<file path="config.mk">
export PLATFORM = sky130hd
export DESIGN_NAME = bsp_port
export DESIGN_NICKNAME = d
export VERILOG_FILES = /design/src/bsp_pkg.sv /design/src/bsp_pin_slice.sv /design/src/bsp_port.sv
export VERILOG_INCLUDE_DIRS = /design/src
export SDC_FILE = /design/constraint.sdc
export NUM_CORES = 1
export LEC_CHECK = 0
export BUFFER_PORTS_ARGS = -buffer_cell sky130_fd_sc_hd__buf_2
export CAP_MARGIN = 5
export CORE_ASPECT_RATIO = 1.5
export CORE_MARGIN = 5
export CORE_UTILIZATION = 45
export CTS_CLUSTER_DIAMETER = 200
export DETAILED_ROUTE_END_ITERATION = 12
export PLACE_DENSITY_LB_ADDON = 0.2
export SLEW_MARGIN = 10
export SYNTH_ARGS = -nofsm -noshare
export SYNTH_HDL_FRONTEND = slang
export SYNTH_SLANG_ARGS = --single-unit
</file>
<file path="constraint.sdc">
create_clock -name pclk -period 2.38 [get_ports pclk]
set_input_delay 0.119 -clock pclk [delete_from_list [all_inputs] [get_ports pclk]]
set_output_delay 0.119 -clock pclk [all_outputs]
set_load 0.05 [all_outputs]
</file>
<file path="src/bsp_defs.svh">
// bsp_defs.svh: register offsets, field positions and reset values of the bus-shared port
// assumes: included by the port package and modules by bare name
`ifndef BSP_DEFS_SVH
`define BSP_DEFS_SVH

`define BSP_OFF_DATA 12'h000
`define BSP_OFF_DIR 12'h004
`define BSP_OFF_PULLUP_CONTROL_REG 12'h008
`define BSP_OFF_RDRV 12'h00C
`define BSP_OFF_MODE 12'h010
`define BSP_OFF_EXT 12'h014

`define BSP_PUP_BIT 0
`define BSP_RDP_BIT 0
`define BSP_RDLOCK_BIT 8

`define BSP_DATA_RST 8'h00
`define BSP_DIR_RST 8'h00
`define BSP_PULLUP_CONTROL_REG_RST 8'h00
`define BSP_RDRV_RST 8'h00
`define BSP_MODE_RST 2'h0
`define BSP_WORD_ZERO 32'h0000_0000

`endif

</file>
<file path="src/bsp_pkg.sv">
// bsp_pkg.sv: shared types of the bus-shared port
// assumes: bsp_defs.svh holds every numeric constant
`default_nettype none
`include "bsp_defs.svh"

package bsp_pkg;
  // operating mode as seen by the port
  typedef enum logic [1:0] {
    BSP_SINGLE_CHIP,
    BSP_EXPANDED,
    BSP_PERIPHERAL,
    BSP_SPECIAL_SINGLE
  } bsp_mode_t;
endpackage

`default_nettype wire

</file>
<file path="src/bsp_pin_slice.sv">
// bsp_pin_slice.sv: per-pin output, enable, pull and drive-strength selection
// assumes: pin inputs synchronous to pclk; pad cell resolves oe/pull/drive
`timescale 1ns/1ps
`default_nettype none
`include "bsp_defs.svh"

module bsp_pin_slice
  import bsp_pkg::*;
#(
  parameter int WIDTH = 8
) (
  input wire logic expanded,
  input wire logic [WIDTH-1:0] gpio_out,
  input wire logic [WIDTH-1:0] gpio_dir,
  input wire logic pullup_en,
  input wire logic reduced,
  input wire logic ext_oe,
  input wire logic [WIDTH-1:0] ext_out,
  output logic [WIDTH-1:0] pin_o,
  output logic [WIDTH-1:0] pin_oe,
  output logic [WIDTH-1:0] pin_pullup,
  output logic [WIDTH-1:0] pin_reduced
);
  wire logic [WIDTH-1:0] oe_sel;

  assign oe_sel = expanded ? {WIDTH{ext_oe}} : gpio_dir;
  assign pin_o = expanded ? ext_out : gpio_out;
  assign pin_oe = oe_sel;
  // pull-ups are inactive while the pins carry the external bus
  assign pin_pullup = (expanded || !pullup_en) ? '0 : ~oe_sel;
  assign pin_reduced = reduced ? oe_sel : '0;
endmodule

`default_nettype wire

</file>
<file path="src/bsp_port.sv">
// bsp_port.sv: eight-bit port shared between software I/O and the external address/data bus
// assumes: APB slave at 20 MHz, mode supplied by the system, external bus timing outside
//
// What this block does
// - Data register readable and writable at any time while mapped.
// - After reset every general-purpose pin is an input.
// - Expanded modes: pins carry bus; single-chip modes: software I/O.
// - Data register unmapped in expanded and peripheral modes; otherwise always accessible.
// - Each direction bit sets its pin: one output, zero input.
// - Direction register unmapped in expanded or peripheral mode.
// - Direction register resets to all zeros.
// - Pull-up enable pulls input pins high; no effect in expanded modes.
// - Reduced-drive bit lowers drive of all this port's outputs.
// - Drive reduction register accepts only the first write after reset.
// - Drive reduction register unmapped in peripheral mode.
//
// Added by the designer: the address map and the APB slave port.
`timescale 1ns/1ps
`default_nettype none
`include "bsp_defs.svh"

module bsp_port
  import bsp_pkg::*;
#(
  parameter int WIDTH = 8
) (
  input wire logic pclk,
  input wire logic presetn,
  input wire logic psel,
  input wire logic penable,
  input wire logic pwrite,
  input wire logic [11:0] paddr,
  input wire logic [31:0] pwdata,
  output logic [31:0] prdata,
  output logic pready,
  output logic pslverr,
  input wire logic [WIDTH-1:0] pin_i,
  output logic [WIDTH-1:0] pin_o,
  output logic [WIDTH-1:0] pin_oe,
  output logic [WIDTH-1:0] pin_pullup,
  output logic [WIDTH-1:0] pin_reduced,
  input wire logic ext_oe,
  input wire logic [WIDTH-1:0] ext_out,
  output logic [WIDTH-1:0] ext_in
);
  // elaboration-time refusal of widths the register layout cannot hold
  if (WIDTH < 1 || WIDTH > 8) begin : g_bad_width
    $error("bsp_port: WIDTH must be 1..8");
  end

  logic [WIDTH-1:0] data_q;
  logic [WIDTH-1:0] data_d;
  logic [WIDTH-1:0] dir_q;
  logic [WIDTH-1:0] dir_d;
  logic pup_q;
  logic pup_d;
  logic rdp_q;
  logic rdp_d;
  logic rdlock_q;
  logic rdlock_d;
  bsp_mode_t mode_q;
  bsp_mode_t mode_d;
  logic [31:0] prdata_q;
  logic [31:0] prdata_d;
  logic [WIDTH-1:0] pin_s1_q;
  logic [WIDTH-1:0] pin_s2_q;

  wire logic access;
  wire logic wr;
  wire logic rd;
  wire logic expanded;
  wire logic peripheral;
  wire logic gpio_mapped;
  wire logic hit_data;
  wire logic hit_dir;
  wire logic hit_pullup_control_reg;
  wire logic hit_rdrv;
  wire logic hit_mode;
  wire logic hit_ext;
  wire logic mapped;
  wire logic [WIDTH-1:0] data_view;

  function automatic logic [31:0] zext(input logic [WIDTH-1:0] v);
    logic [31:0] r;
    r = `BSP_WORD_ZERO;
    r[WIDTH-1:0] = v;
    return r;
  endfunction

  assign access = psel && penable;
  assign wr = access && pwrite;
  // read data is captured in the setup cycle so it stands at the access edge
  assign rd = psel && !penable && !pwrite;
  assign expanded = (mode_q == BSP_EXPANDED);
  assign peripheral = (mode_q == BSP_PERIPHERAL);
  assign gpio_mapped = !expanded && !peripheral;
  assign hit_data = (paddr == `BSP_OFF_DATA) && gpio_mapped;
  assign hit_dir = (paddr == `BSP_OFF_DIR) && gpio_mapped;
  assign hit_pullup_control_reg = (paddr == `BSP_OFF_PULLUP_CONTROL_REG);
  assign hit_rdrv = (paddr == `BSP_OFF_RDRV) && !peripheral;
  assign hit_mode = (paddr == `BSP_OFF_MODE);
  assign hit_ext = (paddr == `BSP_OFF_EXT);
  assign mapped = hit_data || hit_dir || hit_pullup_control_reg || hit_rdrv || hit_mode || hit_ext;
  // second sync stage only; first stage feeds nothing else
  assign data_view = (dir_q & data_q) | (~dir_q & pin_s2_q);

  // single-cycle access phase keeps the master simple; unmapped reports an error
  assign pready = 1'b1;
  assign pslverr = access && !mapped;
  assign prdata = prdata_q;
  assign ext_in = pin_s2_q;

  assign data_d = (wr && hit_data) ? pwdata[WIDTH-1:0] : data_q;
  assign dir_d = (wr && hit_dir) ? pwdata[WIDTH-1:0] : dir_q;
  assign pup_d = (wr && hit_pullup_control_reg) ? pwdata[`BSP_PUP_BIT] : pup_q;
  // first write locks the register until the next reset
  assign rdp_d = (wr && hit_rdrv && !rdlock_q) ? pwdata[`BSP_RDP_BIT] : rdp_q;
  assign rdlock_d = rdlock_q || (wr && hit_rdrv);
  assign mode_d = (wr && hit_mode) ? bsp_mode_t'(pwdata[1:0]) : mode_q;

  always_comb begin
    prdata_d = prdata_q;
    if (rd) begin
      prdata_d = `BSP_WORD_ZERO;
      if (hit_data) begin
        prdata_d = zext(data_view);
      end else if (hit_dir) begin
        prdata_d = zext(dir_q);
      end else if (hit_pullup_control_reg) begin
        prdata_d[`BSP_PUP_BIT] = pup_q;
      end else if (hit_rdrv) begin
        prdata_d[`BSP_RDP_BIT] = rdp_q;
        prdata_d[`BSP_RDLOCK_BIT] = rdlock_q;
      end else if (hit_mode) begin
        prdata_d[1:0] = mode_q;
      end else if (hit_ext) begin
        prdata_d = zext(pin_s2_q);
      end
    end
  end

  always_ff @(posedge pclk or negedge presetn) begin
    if (!presetn) begin
      data_q <= WIDTH'(`BSP_DATA_RST);
      dir_q <= WIDTH'(`BSP_DIR_RST);
      pup_q <= 1'(`BSP_PULLUP_CONTROL_REG_RST);
      rdp_q <= 1'(`BSP_RDRV_RST);
      rdlock_q <= 1'b0;
      mode_q <= bsp_mode_t'(`BSP_MODE_RST);
      prdata_q <= `BSP_WORD_ZERO;
    end else begin
      data_q <= data_d;
      dir_q <= dir_d;
      pup_q <= pup_d;
      rdp_q <= rdp_d;
      rdlock_q <= rdlock_d;
      mode_q <= mode_d;
      prdata_q <= prdata_d;
    end
  end

  always_ff @(posedge pclk or negedge presetn) begin
    if (!presetn) begin
      pin_s1_q <= '0;
      pin_s2_q <= '0;
    end else begin
      pin_s1_q <= pin_i;
      pin_s2_q <= pin_s1_q;
    end
  end

  bsp_pin_slice #(
    .WIDTH(WIDTH)
  ) u_slice (
    .expanded(expanded),
    .gpio_out(data_q),
    .gpio_dir(dir_q),
    .pullup_en(pup_q),
    .reduced(rdp_q),
    .ext_oe(ext_oe),
    .ext_out(ext_out),
    .pin_o(pin_o),
    .pin_oe(pin_oe),
    .pin_pullup(pin_pullup),
    .pin_reduced(pin_reduced)
  );
endmodule

`default_nettype wire

</file>
# Yosys cells after proc, flatten, opt, wreduce, memory -nomap -nowiden
# Cells that the tools add are included.
[word_totals]
mem_bits_ro = 0
latchBits = 0
ram_bits = 0
reg_bits = 69
memories = 0
wordCells = 65
[op_classes]
bitwise_logic = 5
n_reduce_logical = 30
n_addsub = 0
n_eq_ne = 7
mux = 14
shifts = 0
multipliers = 0
div_mod_pow = 0
order_cmp = 0
[ops]
columns = ["cell", "n"]
rows = [
  ["$mux 32", 2],
  ["$mux 8", 5],
  ["$mux 31", 1],
  ["$eq 12x4->1 const B", 2],
  ["$eq 12x5->1 const B", 2],
  ["$and 8x8->8", 2],
  ["$not 8->8", 2],
  ["$logic_and 1x1->1", 15],
  ["$eq 12x3->1 const B", 1],
  ["$logic_not 12->1", 1],
  ["$or 8x8->8", 1],
  ["$logic_not 1->1", 7],
  ["$logic_or 1x1->1", 7],
  ["$mux 7", 1],
  ["$mux 6", 1],
  ["$mux 1", 3],
  ["$eq 2x1->1 const B", 1],
  ["$eq 2x2->1 const B", 1],
  ["$mux 2", 1],
]

# Longest topological paths before layout
# Gate-level depths: netlist (run 1).
[logic_depth]
depth_word = 11
depth_mapped = 8

# Hierarchy
# Synthesis (run 1) repeated with hierarchy kept, for this count alone.
[unflattened]
cells_unflattened = 238
hier_area_um2 = 2641.3
[modules_own_cells]
columns = ["module", "instances", "cells_per_inst", "area_each_um2", "seq_area_each_um2"]
rows = [
  ["bsp_port", 1, 192, 2274.7, 1151.1],
  ["bsp_pin_slice", 1, 46, 366.6, 0.0],
]

# Worst setup path before layout (run 1)
# Ideal clock, no wire load.
[synth_timing]
path_kind = "flip-flop to output port"
start = "register mode_q[0]"
end = "output port pin_reduced[3]"
path_slack_ns = -0.419
path_buffers = 2
required_time_ns = 2.261
stages_incl_launch_ff = 6
t_arrival_ns = 2.680
path_cell_list = "dfrtp_1 ha_1 clkbuf_1 clkbuf_1 o21ai_0 and2_1"
[synth_between]
elab_chain_len = 3
[synth_lines]
columns = ["element", "line_no", "text"]
rows = [
  ["start, declared", "bsp_port.sv:61", "bsp_mode_t mode_q;"],
  ["start signal, assigned", "bsp_port.sv:149", "mode_q <= bsp_mode_t'(`BSP_MODE_RST);"],
  ["start signal, assigned", "bsp_port.sv:157", "mode_q <= mode_d;"],
  ["$eq 2x1->1", "bsp_port.sv:94", "assign expanded = (mode_q == BSP_EXPANDED);"],
  ["$mux 8", "bsp_pin_slice.sv:26", "assign oe_sel = expanded ? {WIDTH{ext_oe}} : gpio_dir;"],
  ["net pin_oe[3]", "bsp_port.sv:39", "output logic [WIDTH-1:0] pin_oe,"],
  ["$mux 8", "bsp_pin_slice.sv:31", "assign pin_reduced = reduced ? oe_sel : '0;"],
  ["end, declared", "bsp_port.sv:41", "output logic [WIDTH-1:0] pin_reduced,"],
]
# The timed path passes the listed nets, and every way through them passes these cells.

# Final worst setup path (run 1)
[layout_timing]
start = "register mode_q[1]"
end = "output port pin_reduced[4]"
[layout_between]
elab_chain_len = 3
[layout_lines]
columns = ["element", "line_no"]
rows = [
  ["$eq 2x1->1", "bsp_port.sv:94"],
  ["$mux 8", "bsp_pin_slice.sv:26"],
  ["$mux 8", "bsp_pin_slice.sv:31"],
]
# Every way passes these cells.

==> flow_results.xml, run 1 <==
<?xml version="1.0" encoding="UTF-8"?>
<metrics>
  <group name="outcome">
    <metric name="status" unit="">complete, but fails checks</metric>
    <metric name="violations" unit="">negative hold slack</metric>
  </group>
  <group name="logic_synthesis">
    <metric name="post_synth_and_or_nand_nor_area_fraction" unit="">0.1638</metric>
    <metric name="synth.lib_cells_used.distinct" unit="">42</metric>
    <metric name="synth_compound_gate_area_share" unit="">0.1289</metric>
    <metric name="post_synth_inst_count" unit="">245</metric>
    <metric name="synth_top_area_share" unit="">0.4579</metric>
    <metric name="yosys.area_share.xor_xnor" unit="">0</metric>
    <metric name="postSynth.asyncResetShare" unit="">1.000</metric>
    <metric name="synthesis.area" unit="um^2">2514</metric>
    <metric name="synth_mux_area_frac" unit="">0.1299</metric>
    <metric name="yosysSeqAreaShare" unit="">0.4579</metric>
    <metric name="ys_warn_count" unit="">0</metric>
    <metric name="synth_area_per_cell" unit="um^2">10.26</metric>
    <metric name="main_area_contributors_after_synthesis" unit="">dfrtp_1, buf_4, mux2_2</metric>
    <metric name="synth.ff_latch_count" unit="">46</metric>
    <metric name="number_of_enable_type_register_cells_in_the_synthesized_netlist" unit="">0</metric>
    <metric name="yosysTopAreaCell" unit="">dfrtp_1</metric>
    <metric name="dominant_combinational_cell_family_by_area_after_synthesis" unit="">simple AND/OR/NAND/NOR gates</metric>
    <metric name="ys_dominant_reg_cell" unit="">dfrtp_1</metric>
    <metric name="post_synth_fa_ha_maj_area_fraction" unit="">0.009955</metric>
  </group>
  <group name="floorplanning">
    <metric name="placement_rows" unit="">33</metric>
    <metric name="initial_utilization" unit="">0.4612</metric>
    <metric name="chipWidth" unit="um">71.03</metric>
    <metric name="core_area" unit="um^2">5450</metric>
    <metric name="die_area" unit="um^2">7212</metric>
    <metric name="die_height" unit="um">101.5</metric>
    <metric name="boundaryPins" unit="">140</metric>
  </group>
  <group name="timing">
    <metric name="worstMarginPinSlew" unit="ns">1.020</metric>
    <metric name="hold_viol" unit="">6</metric>
    <metric name="rsz0062_at_grt" unit="">false</metric>
    <metric name="timing.hold.ws" unit="ns">-0.01326</metric>
    <metric name="fin_worst_skew" unit="ns">0.004935</metric>
    <metric name="timing.final.crit_share" unit="">0.9282</metric>
    <metric name="final.setup.tns" unit="ns">0</metric>
    <metric name="finalSetupViolations" unit="">0</metric>
    <metric name="timing.final.max_slew_violations" unit="">0</metric>
    <metric name="slew_headroom" unit="">0.3202</metric>
    <metric name="min_period" unit="ns">2.209</metric>
    <metric name="timing.fmax" unit="MHz">452.7</metric>
  </group>
  <group name="critical_path">
    <metric name="worstSetupStartpointType" unit="">register</metric>
    <metric name="worst_ep_required_time" unit="ns">2.26</metric>
    <metric name="crit_path_max_incr_delay" unit="ns">0.40</metric>
    <metric name="worst_path_dominant_cell_family" unit="">buffers and inverters</metric>
    <metric name="critical_path_arrival" unit="ns">2.09</metric>
    <metric name="highest_fanout_seen_on_the_critical_path" unit="">8</metric>
    <metric name="timing.critical_path.to_type" unit="">primary output</metric>
    <metric name="path_cells" unit="">inv_1, ha_1, buf_4, nand2_1, o21ai_0, and2_1, buf_2</metric>
    <metric name="criticalPathCategory" unit="">reg -&gt; out</metric>
    <metric name="slowest_cell_on_the_critical_path" unit="">dfrtp_1</metric>
    <metric name="cp_num_buf_inv" unit="">3</metric>
  </group>
  <group name="grt">
    <metric name="grt_remaining_overflow" unit="">0</metric>
    <metric name="grt_first_pass_wirelength" unit="um">9984</metric>
    <metric name="grt.total_usage" unit="">0.1751</metric>
    <metric name="antenna_found_initial" unit="">0</metric>
    <metric name="first_global_vias" unit="">2161</metric>
    <metric name="grt_start_max_net_pins" unit="">47</metric>
  </group>
  <group name="routing">
    <metric name="drt-initial-drc-count" unit="">148</metric>
    <metric name="num_vias" unit="">2097</metric>
    <metric name="drt_pass1_iterations" unit="">4</metric>
    <metric name="routed_wire_length_per_instance" unit="um">15.08</metric>
    <metric name="met1Wirelength" unit="um">2414</metric>
    <metric name="vias_per_cell" unit="">5.017</metric>
    <metric name="routed.top_layer" unit="">met4</metric>
    <metric name="remaining_design_rule_violation_count" unit="">0</metric>
    <metric name="met2RoutedLength" unit="um">3243</metric>
    <metric name="final_antenna_net_count" unit="">0</metric>
    <metric name="met3_wirelength" unit="um">462</metric>
    <metric name="route.final.wire_length" unit="um">6303</metric>
  </group>
  <group name="placement">
    <metric name="gp_routability_congestion" unit="">0.8407</metric>
    <metric name="place_hpwl" unit="um">4858</metric>
    <metric name="numPortBuffers" unit="">91</metric>
    <metric name="dpl_cell_area" unit="um^2">2969</metric>
  </group>
  <group name="power_and_ir_drop">
    <metric name="powerDensity" unit="nW/um^2">488.5</metric>
    <metric name="leakagePower" unit="nW">1.615</metric>
    <metric name="peakVddDrop" unit="mV">0.3254</metric>
  </group>
  <group name="cts">
    <metric name="cts_root_buf" unit="">clkbuf_8</metric>
    <metric name="path_clk_slew" unit="ns">0.08</metric>
    <metric name="cts_bufs_inserted" unit="">5</metric>
    <metric name="later_pin_clock_latency_in_the_skew_report" unit="ns">0.29</metric>
    <metric name="clock_tree.htree_level_count" unit="">2</metric>
    <metric name="cts_tree" unit="">yes</metric>
    <metric name="cts_buffer_depth" unit="">2</metric>
    <metric name="tritoncts_num_sinks" unit="">46</metric>
    <metric name="cts_setup_buffers" unit="">0</metric>
  </group>
  <group name="run">
    <metric name="max_capacitance_violation_total" unit="">0</metric>
  </group>
  <group name="finish">
    <metric name="final_cell_area" unit="um^2">3146</metric>
    <metric name="highest_count_cells_in_the_layout_ignoring_fill_and_taps" unit="">buf_2, dfrtp_1, conb_1, nand2_1, o21ai_0</metric>
    <metric name="drive_gt1_frac" unit="">0.3851</metric>
    <metric name="layout_commonest_cell" unit="">buf_2</metric>
    <metric name="postLayoutCoreUtil" unit="">0.5771</metric>
    <metric name="design.final.nets" unit="">415</metric>
    <metric name="antennaDiodeCount" unit="">0</metric>
    <metric name="area_delta_synth_final" unit="%">25.14</metric>
  </group>
  <group name="min_path">
    <metric name="timing.hold.worst.class" unit="">in -&gt; async</metric>
  </group>
</metrics>
power breakdown:
part,switching (mW),internal [mW],total [mW]
Combinational,0.187,0.0563,0.243
Clock,0.251,0.235,0.486
Sequential,0.0101,0.798,0.808
Total,0.448,1.09,1.54
cell usage after synthesis (3+ instances only):
| cell type | instances |
|---|---|
| dfrtp_1 | 46 |
| buf_4 | 24 |
| nand2_1 | 23 |
| o21ai_0 | 23 |
| mux2_2 | 13 |
| nor2_1 | 13 |
| inv_1 | 12 |
| and2_1 | 11 |
| mux2_4 | 8 |
| clkbuf_1 | 7 |
| a22oi_1 | 6 |
| mux2i_1 | 6 |
| o22a_1 | 6 |
| nor3_1 | 5 |
| a21oi_1 | 4 |
| nand2b_1 | 3 |
| nand3_1 | 3 |
| o31ai_1 | 3 |
metrics by stage:
stage                     worst slack, ns  cells  total power [mW]
after global placement             0.2567    402             1.053
after CTS                          0.1398    418             1.550
after global routing              0.02688    418             1.601
after floorplan                   -0.4185    267             1.006
final                              0.1708    418             1.537
after detailed placement           0.2229    402             1.057
worst reg2reg max path, cell delays in order (launching register included):
cell,delay (ns)
dfrtp_1,0.39
inv_1,0.06
ha_1,0.26
nor2b_1,0.19
nand2_1,0.10
or3_1,0.42
buf_4,0.22
a211oi_1,0.26
o31ai_1,0.11
sequential cells by signal, summed over array words and instances (netlist names):
signal    cells
pin_s1_q      8
rdp_q         1
prdata        9
data_q        8
mode_q        2
pup_q         1
rdlock_q      1
dir_q         8
ext_in        8
logic make-up after synthesis:
family	count (synthesis)
flip-flops	46
AO/OA/AOI/OAI	51
buffers and inverters	45
multiplexers	27
AND/OR/NAND/NOR	72
adder cells (fa/ha/maj)	2
other	2
routing by layer:
layer	up-vias	track usage
li1	1009	-
met5	-	0
met1	980	0.2065
met3	15	0.04369
met4	0	0.08973
met2	93	0.2945
final timing paths:
kind | start | to | slack (ns) | depth (start not counted)
setup / recovery | mode_q[1] | pin_reduced[4] | 0.17 | 7
hold / removal | presetn | ext_in[7] | -0.01 | 1
setup reg to reg | mode_q[0] | prdata[1] | 0.23 | 8
hold reg to reg | pin_s1_q[2] | ext_in[2] | 0.35 | 0
max in group asynchronous | presetn | ext_in[4] | 1.75 | 1
min in group pclk | pwdata[7] | dir_q[7] | 0.05 | 3
layout make-up:
| type | instances | area (um^2) |
|---|---|---|
| clock inverters | 1 | 5.005 |
| well taps | 70 | 87.58 |
| repair buffers | 106 | 588.1 |
| clock buffers | 7 | 86.33 |
| multi-input cells | 176 | 1182 |
| flip-flops and latches | 46 | 1151 |
| inverters | 12 | 45.04 |
| fillers | 522 | 2305 |
timing repair:
action	4_1_cts	5_1_grt
hold endpoints to repair	8	0
setup endpoints to repair	0	1
gates resized for setup	0	1
hold buffers	8	0
(Power assumes the default switching activity.)
==> run 2, diff against run 1 <==
Settings changed: BUFFER_PORTS_ARGS -buffer_cell sky130_fd_sc_hd__buf_2 to not set, CORE_UTILIZATION 45 to 50, DONT_BUFFER_PORTS set to 1.
==> run 2 against run 1 <==
Clock-buffer cell count unchanged; design area decreased by 1.7%; sequential share of layout area increased by 0.62 points; largest power group unchanged; the run now ends clean.
==> flow_results.xml, run 2 (synthesis results as in run 1) <==
<?xml version="1.0" encoding="UTF-8"?>
<metrics>
  <group name="routing">
    <metric name="num_vias" unit="">1898</metric>
    <metric name="final_antenna_net_count" unit="">0</metric>
    <metric name="routed.top_layer" unit="">met4</metric>
    <metric name="met1Wirelength" unit="um">2397</metric>
    <metric name="routed_wire_length_per_instance" unit="um">17.64</metric>
    <metric name="met2RoutedLength" unit="um">3188</metric>
    <metric name="drt_pass1_iterations" unit="">4</metric>
    <metric name="route.final.wire_length" unit="um">6298</metric>
    <metric name="vias_per_cell" unit="">5.317</metric>
    <metric name="drt-initial-drc-count" unit="">95</metric>
    <metric name="remaining_design_rule_violation_count" unit="">0</metric>
    <metric name="met3_wirelength" unit="um">658</metric>
  </group>
  <group name="placement">
    <metric name="post_place_setup_slack" unit="ns">0.2239</metric>
    <metric name="dpl_cell_area" unit="um^2">2789</metric>
    <metric name="numPortBuffers" unit="">0</metric>
    <metric name="place_hpwl" unit="um">4659</metric>
    <metric name="gp_routability_congestion" unit="">0.8612</metric>
  </group>
  <group name="power_and_ir_drop">
    <metric name="leakagePower" unit="nW">1.414</metric>
    <metric name="powerDensity" unit="nW/um^2">496.5</metric>
    <metric name="peakVddDrop" unit="mV">0.3228</metric>
  </group>
  <group name="critical_path">
    <metric name="highest_fanout_seen_on_the_critical_path" unit="">8</metric>
    <metric name="r2r_cells" unit="">7</metric>
    <metric name="worst_ep_required_time" unit="ns">2.55</metric>
    <metric name="critical_path_arrival" unit="ns">2.34</metric>
    <metric name="path_cells" unit="">inv_1, ha_1, nor2b_1, nand2_1, or3_1, nor2_8, mux2_4</metric>
    <metric name="criticalPathCategory" unit="">reg -&gt; reg</metric>
    <metric name="worstSetupStartpointType" unit="">register</metric>
    <metric name="worstSetupEndpoint" unit="">data_q[0]</metric>
    <metric name="timing.rr.end" unit="">data_q[0]</metric>
    <metric name="worstReg2RegStart" unit="">mode_q[0]</metric>
    <metric name="slowest_cell_on_the_critical_path" unit="">or3_1</metric>
    <metric name="crit_path_max_incr_delay" unit="ns">0.43</metric>
    <metric name="timing.critical_path.to_type" unit="">register</metric>
    <metric name="regToRegSetupSlack" unit="ns">0.21</metric>
    <metric name="cp-startpoint" unit="">mode_q[0]</metric>
  </group>
  <group name="floorplanning">
    <metric name="chipWidth" unit="um">67.89</metric>
    <metric name="placement_rows" unit="">31</metric>
    <metric name="core_area" unit="um^2">4848</metric>
    <metric name="boundaryPins" unit="">140</metric>
    <metric name="die_area" unit="um^2">6574</metric>
    <metric name="die_height" unit="um">96.84</metric>
    <metric name="initial_utilization" unit="">0.5185</metric>
  </group>
  <group name="cts">
    <metric name="path_clk_slew" unit="ns">0.09</metric>
    <metric name="cts_root_buf" unit="">clkbuf_8</metric>
    <metric name="cts_buffer_depth" unit="">2</metric>
    <metric name="clock_tree.htree_level_count" unit="">2</metric>
    <metric name="later_pin_clock_latency_in_the_skew_report" unit="ns">0.29</metric>
    <metric name="cts_setup_buffers" unit="">0</metric>
    <metric name="cts_bufs_inserted" unit="">5</metric>
    <metric name="cts_tree" unit="">yes</metric>
    <metric name="tritoncts_num_sinks" unit="">46</metric>
  </group>
  <group name="grt">
    <metric name="grt_start_max_net_pins" unit="">47</metric>
    <metric name="grt_first_pass_wirelength" unit="um">10110</metric>
    <metric name="first_global_vias" unit="">1981</metric>
    <metric name="grt_remaining_overflow" unit="">0</metric>
    <metric name="grt.total_usage" unit="">0.1994</metric>
    <metric name="antenna_found_initial" unit="">0</metric>
  </group>
  <group name="timing">
    <metric name="timing.final.max_slew_violations" unit="">0</metric>
    <metric name="fin_worst_skew" unit="ns">0.008983</metric>
    <metric name="worstMarginPinSlew" unit="ns">0.6151</metric>
    <metric name="timing.final.crit_share" unit="">0.9101</metric>
    <metric name="slew_headroom" unit="">0.5889</metric>
    <metric name="hold_viol" unit="">0</metric>
    <metric name="timing.fmax" unit="MHz">461.7</metric>
    <metric name="rsz0062_at_grt" unit="">false</metric>
    <metric name="min_period" unit="ns">2.166</metric>
    <metric name="finalSetupViolations" unit="">0</metric>
    <metric name="finalWorstSetupSlack" unit="ns">0.2140</metric>
  </group>
  <group name="finish">
    <metric name="multi_input_comb_area" unit="um^2">1179</metric>
    <metric name="layout_commonest_cell" unit="">dfrtp_1</metric>
    <metric name="postLayoutCoreUtil" unit="">0.6379</metric>
    <metric name="highest_count_cells_in_the_layout_ignoring_fill_and_taps" unit="">dfrtp_1, conb_1, nand2_1, buf_4, dlygate4sd3_1</metric>
    <metric name="design.final.nets" unit="">358</metric>
    <metric name="largest_reg_flops" unit="">9</metric>
    <metric name="final-seq-area" unit="um^2">1151</metric>
    <metric name="area_delta_synth_final" unit="%">23.05</metric>
    <metric name="n_fill_cell" unit="">401</metric>
    <metric name="drive_gt1_frac" unit="">0.2371</metric>
    <metric name="antennaDiodeCount" unit="">0</metric>
    <metric name="final_cell_area" unit="um^2">3093</metric>
  </group>
  <group name="min_path">
    <metric name="hold_path_startpoint" unit="">paddr[2]</metric>
    <metric name="timing.hold.worst.class" unit="">in -&gt; reg</metric>
  </group>
  <group name="run">
    <metric name="max_capacitance_violation_total" unit="">0</metric>
  </group>
  <group name="outcome">
    <metric name="status" unit="">complete, no violations</metric>
  </group>
</metrics>
-- run 2: changes by cell type in the layout (fill, tap and decap cells not counted), moves of 8 or more --
cell | before | now
buf_2 | 91 | 0
buf_12 | 0 | 8
o21ai_0 | 23 | 15
o21ai_1 | 2 | 10
buf_4 | 7 | 23
dlygate4sd3_1 | 8 | 17
-- run 2: per-stage QoR --
step           std cells  TNS (ns)  hold WS (ns)  power, mW
6_report             357         0        0.1063      1.536
5_1_grt              357         0        0.1016      1.603
4_1_cts              357         0       0.09692      1.553
3_5_place_dp         331         0       -0.1753     0.9866
3_3_place_gp         331         0       -0.1755     0.9852
2_1_floorplan        267    -1.934       -0.1766      1.006
-- run 2: worst min-delay path by stage --
stage / to / cells past startpoint
after global placement: prdata[7] / 0
after CTS: prdata[0] / 3
after floorplan: data_q[0] / 0
final: prdata[0] / 3
after detailed placement: prdata[8] / 0
after global routing: prdata[0] / 3
-- run 2: worst max-delay path, delay by kind of cell (launching register included) --
kind	cells	cell delay [ns]
and+or+nand+nor	4	1.02
DFF	1	0.39
muxes	1	0.33
adders and majority gates	1	0.26
buffers and inverters	1	0.06
-- run 2: cell type report --
type,instances,area share
clock buffers,7,0.03115
inverters,12,0.01456
flip-flops and latches,46,0.3722
multi-input cells,176,0.3811
repair buffers,49,0.1715
well taps,66,0.02670
clock inverters,1,0.002832
-- run 2: metal layers --
metal,global-route usage,up-vias
met2,0.3338,99
met1,0.2444,901
met4,0.05054,0
met3,0.06025,7
li1,-,891
met5,0,-
-- run 2: power breakdown --
part / total, mW / switching [mW] / internal [mW]
Combinational: 0.174 / 0.133 / 0.0413
Clock: 0.517 / 0.251 / 0.266
Sequential: 0.844 / 0.0474 / 0.797
-- run 2: timing repair --
action,CTS,global route
endpoints found under the hold margin,74,0
resized for setup,0,1
endpoints found under the setup margin,0,1
hold buffers,18,0
==> run 3, diff against run 2 <==
==> constraint.sdc (replaced) <==
create_clock -name pclk -period 2.38 [get_ports pclk]
set_input_delay 0.119 -clock pclk [delete_from_list [all_inputs] [get_ports pclk]]
set_output_delay 0.119 -clock pclk [all_outputs]
set_load 0.005 [all_outputs]
==> run 3 against run 2 <==
Design area decreased by 9.6%; clock skew decreased by 0.0021 ns; clock power increased by 7.7%; critical endpoint unchanged.
==> flow_results.xml, run 3 (synthesis results as in run 1) <==
<?xml version="1.0" encoding="UTF-8"?>
<metrics>
  <group name="timing">
    <metric name="worstMarginPinSlew" unit="ns">0.6072</metric>
    <metric name="timing.final.max_slew_violations" unit="">0</metric>
    <metric name="final.setup.tns" unit="ns">0</metric>
    <metric name="timing.fmax" unit="MHz">462.1</metric>
    <metric name="timing.final.crit_share" unit="">0.9093</metric>
    <metric name="finalWorstSetupSlack" unit="ns">0.2159</metric>
    <metric name="finalSetupViolations" unit="">0</metric>
    <metric name="hold_viol" unit="">0</metric>
    <metric name="min_period" unit="ns">2.164</metric>
    <metric name="rsz0062_at_grt" unit="">false</metric>
    <metric name="fin_worst_skew" unit="ns">0.006834</metric>
    <metric name="slew_headroom" unit="">0.5942</metric>
  </group>
  <group name="critical_path">
    <metric name="worstReg2RegStart" unit="">mode_q[0]</metric>
    <metric name="worstSetupStartpointType" unit="">register</metric>
    <metric name="regToRegSetupSlack" unit="ns">0.22</metric>
    <metric name="highest_fanout_seen_on_the_critical_path" unit="">8</metric>
    <metric name="critical_path_arrival" unit="ns">2.34</metric>
    <metric name="worst_path_dominant_cell_family" unit="">simple AND/OR/NAND/NOR gates</metric>
    <metric name="worst_ep_required_time" unit="ns">2.55</metric>
    <metric name="timing.rr.end" unit="">data_q[0]</metric>
    <metric name="path_cells" unit="">inv_1, ha_1, nor2b_1, nand2_1, or3_4, nor2_8, mux2_4</metric>
    <metric name="criticalPathCategory" unit="">reg -&gt; reg</metric>
    <metric name="timing.critical_path.to_type" unit="">register</metric>
    <metric name="slowest_cell_on_the_critical_path" unit="">dfrtp_1</metric>
    <metric name="cp_num_buf_inv" unit="">1</metric>
    <metric name="crit_path_max_incr_delay" unit="ns">0.41</metric>
    <metric name="r2r_cells" unit="">7</metric>
  </group>
  <group name="finish">
    <metric name="antennaDiodeCount" unit="">0</metric>
    <metric name="final_cell_count_no_fill" unit="">330</metric>
    <metric name="design.final.nets" unit="">331</metric>
    <metric name="highest_count_cells_in_the_layout_ignoring_fill_and_taps" unit="">dfrtp_1, conb_1, nand2_1, o21ai_0, dlygate4sd3_1</metric>
    <metric name="area_delta_synth_final" unit="%">11.20</metric>
    <metric name="postLayoutCoreUtil" unit="">0.5765</metric>
    <metric name="largest_reg_flops" unit="">9</metric>
    <metric name="layout_commonest_cell" unit="">dfrtp_1</metric>
    <metric name="drive_gt1_frac" unit="">0.1515</metric>
  </group>
  <group name="placement">
    <metric name="numPortBuffers" unit="">0</metric>
    <metric name="placed_cells_incl_taps" unit="">304</metric>
    <metric name="place_hpwl" unit="um">4550</metric>
    <metric name="post_place_setup_slack" unit="ns">0.1242</metric>
    <metric name="gp_routability_congestion" unit="">0.8673</metric>
  </group>
  <group name="cts">
    <metric name="cts_bufs_inserted" unit="">5</metric>
    <metric name="cts_setup_buffers" unit="">0</metric>
    <metric name="clock_tree.htree_level_count" unit="">2</metric>
    <metric name="cts_tree" unit="">yes</metric>
    <metric name="path_clk_slew" unit="ns">0.08</metric>
    <metric name="later_pin_clock_latency_in_the_skew_report" unit="ns">0.29</metric>
    <metric name="tritoncts_num_sinks" unit="">46</metric>
    <metric name="cts_buffer_depth" unit="">2</metric>
    <metric name="cts_root_buf" unit="">clkbuf_8</metric>
  </group>
  <group name="grt">
    <metric name="antenna_found_initial" unit="">0</metric>
    <metric name="first_global_vias" unit="">1882</metric>
    <metric name="grt_start_max_net_pins" unit="">47</metric>
    <metric name="grt_remaining_overflow" unit="">0</metric>
    <metric name="grt_first_pass_wirelength" unit="um">9735</metric>
    <metric name="grt.total_usage" unit="">0.1961</metric>
  </group>
  <group name="floorplanning">
    <metric name="chipWidth" unit="um">67.89</metric>
    <metric name="boundaryPins" unit="">140</metric>
    <metric name="initial_utilization" unit="">0.5185</metric>
    <metric name="core_area" unit="um^2">4848</metric>
    <metric name="placement_rows" unit="">31</metric>
    <metric name="die_area" unit="um^2">6574</metric>
    <metric name="die_height" unit="um">96.84</metric>
  </group>
  <group name="routing">
    <metric name="drt-initial-drc-count" unit="">99</metric>
    <metric name="final_antenna_net_count" unit="">0</metric>
    <metric name="remaining_design_rule_violation_count" unit="">0</metric>
    <metric name="num_vias" unit="">1795</metric>
    <metric name="vias_per_cell" unit="">5.439</metric>
    <metric name="route.final.wire_length" unit="um">6339</metric>
    <metric name="routed_wire_length_per_instance" unit="um">19.21</metric>
    <metric name="drt_pass1_iterations" unit="">4</metric>
  </group>
  <group name="power_and_ir_drop">
    <metric name="leakagePower" unit="nW">1.258</metric>
    <metric name="power" unit="mW">1.461</metric>
    <metric name="powerDensity" unit="nW/um^2">522.8</metric>
    <metric name="peakVddDrop" unit="mV">0.6277</metric>
  </group>
  <group name="outcome">
    <metric name="status" unit="">complete, no violations</metric>
  </group>
  <group name="min_path">
    <metric name="hold_path_startpoint" unit="">paddr[2]</metric>
    <metric name="hold-path-cell-count" unit="">2</metric>
    <metric name="hold_end" unit="">prdata[8]</metric>
    <metric name="timing.hold.worst.class" unit="">in -&gt; reg</metric>
  </group>
  <group name="run">
    <metric name="max_capacitance_violation_total" unit="">0</metric>
  </group>
</metrics>
==> run 3: cell types whose count changed in the layout (fill, tap and decap cells not counted), sizes merged <==
cell    delta
buf       -27
bufinv     +1
clkinv     -1
==> run 3: worst reg2reg max path: stages, from the launching register on <==
cell and delay, ns:
dfrtp_1 0.41, inv_1 0.06, ha_1 0.27, nor2b_1 0.18
nand2_1 0.17, or3_4 0.41, nor2_8 0.24, mux2_4 0.33
==> run 3: metal layers <==
metal,track usage,up-vias,share of wire
met5,0,-,0
met4,0.05972,0,0.0080
met3,0.06141,4,0.092
met2,0.3241,90,0.51
met1,0.2383,860,0.39
li1,-,841,-
==> run 3: power by group <==
group | switching, mW | internal [mW] | total (mW)
registers | 0.0129 | 0.798 | 0.811
clock network | 0.243 | 0.314 | 0.557
logic | 0.0539 | 0.0394 | 0.0932
total | 0.310 | 1.15 | 1.46
==> run 3: area by class of cell <==
| type | count | area [um^2] |
|---|---|---|
| flip-flops and latches | 46 | 1151 |
| clock buffers | 7 | 76.32 |
| clock inverters | 1 | 30.03 |
| well taps | 66 | 82.58 |
| fillers | 441 | 2053 |
| inverters | 12 | 45.04 |
| repair buffers | 22 | 227.7 |
| multi-input cells | 176 | 1182 |
==> run 3: timing repair <==
action | CTS | global route
hold buffers | 18 | 0
resized for setup | 0 | 2
endpoints found under the hold margin | 74 | 0
setup endpoints to repair | 0 | 10
==> run 3: stage by stage <==
stage          area [um^2]  hold slack (ns)
2_1_floorplan         2596          -0.1766
3_3_place_gp          2486          -0.1755
3_5_place_dp          2486          -0.1754
4_1_cts               2790          0.09284
5_1_grt               2795           0.1093
6_report              2795           0.1023
==> run 3: worst max path at each step <==
stage / startpoint / endpoint / slack (ns) / cells past startpoint
global placement: mode_q[0] / data_q[4] / 0.16 / 7
finish: mode_q[0] / data_q[0] / 0.22 / 7
floorplan: mode_q[0] / data_q[0] / 0.34 / 8
CTS: mode_q[0] / pslverr / 0.11 / 6
detailed placement: mode_q[0] / data_q[4] / 0.12 / 7
global route: mode_q[0] / prdata[1] / 0.06 / 8
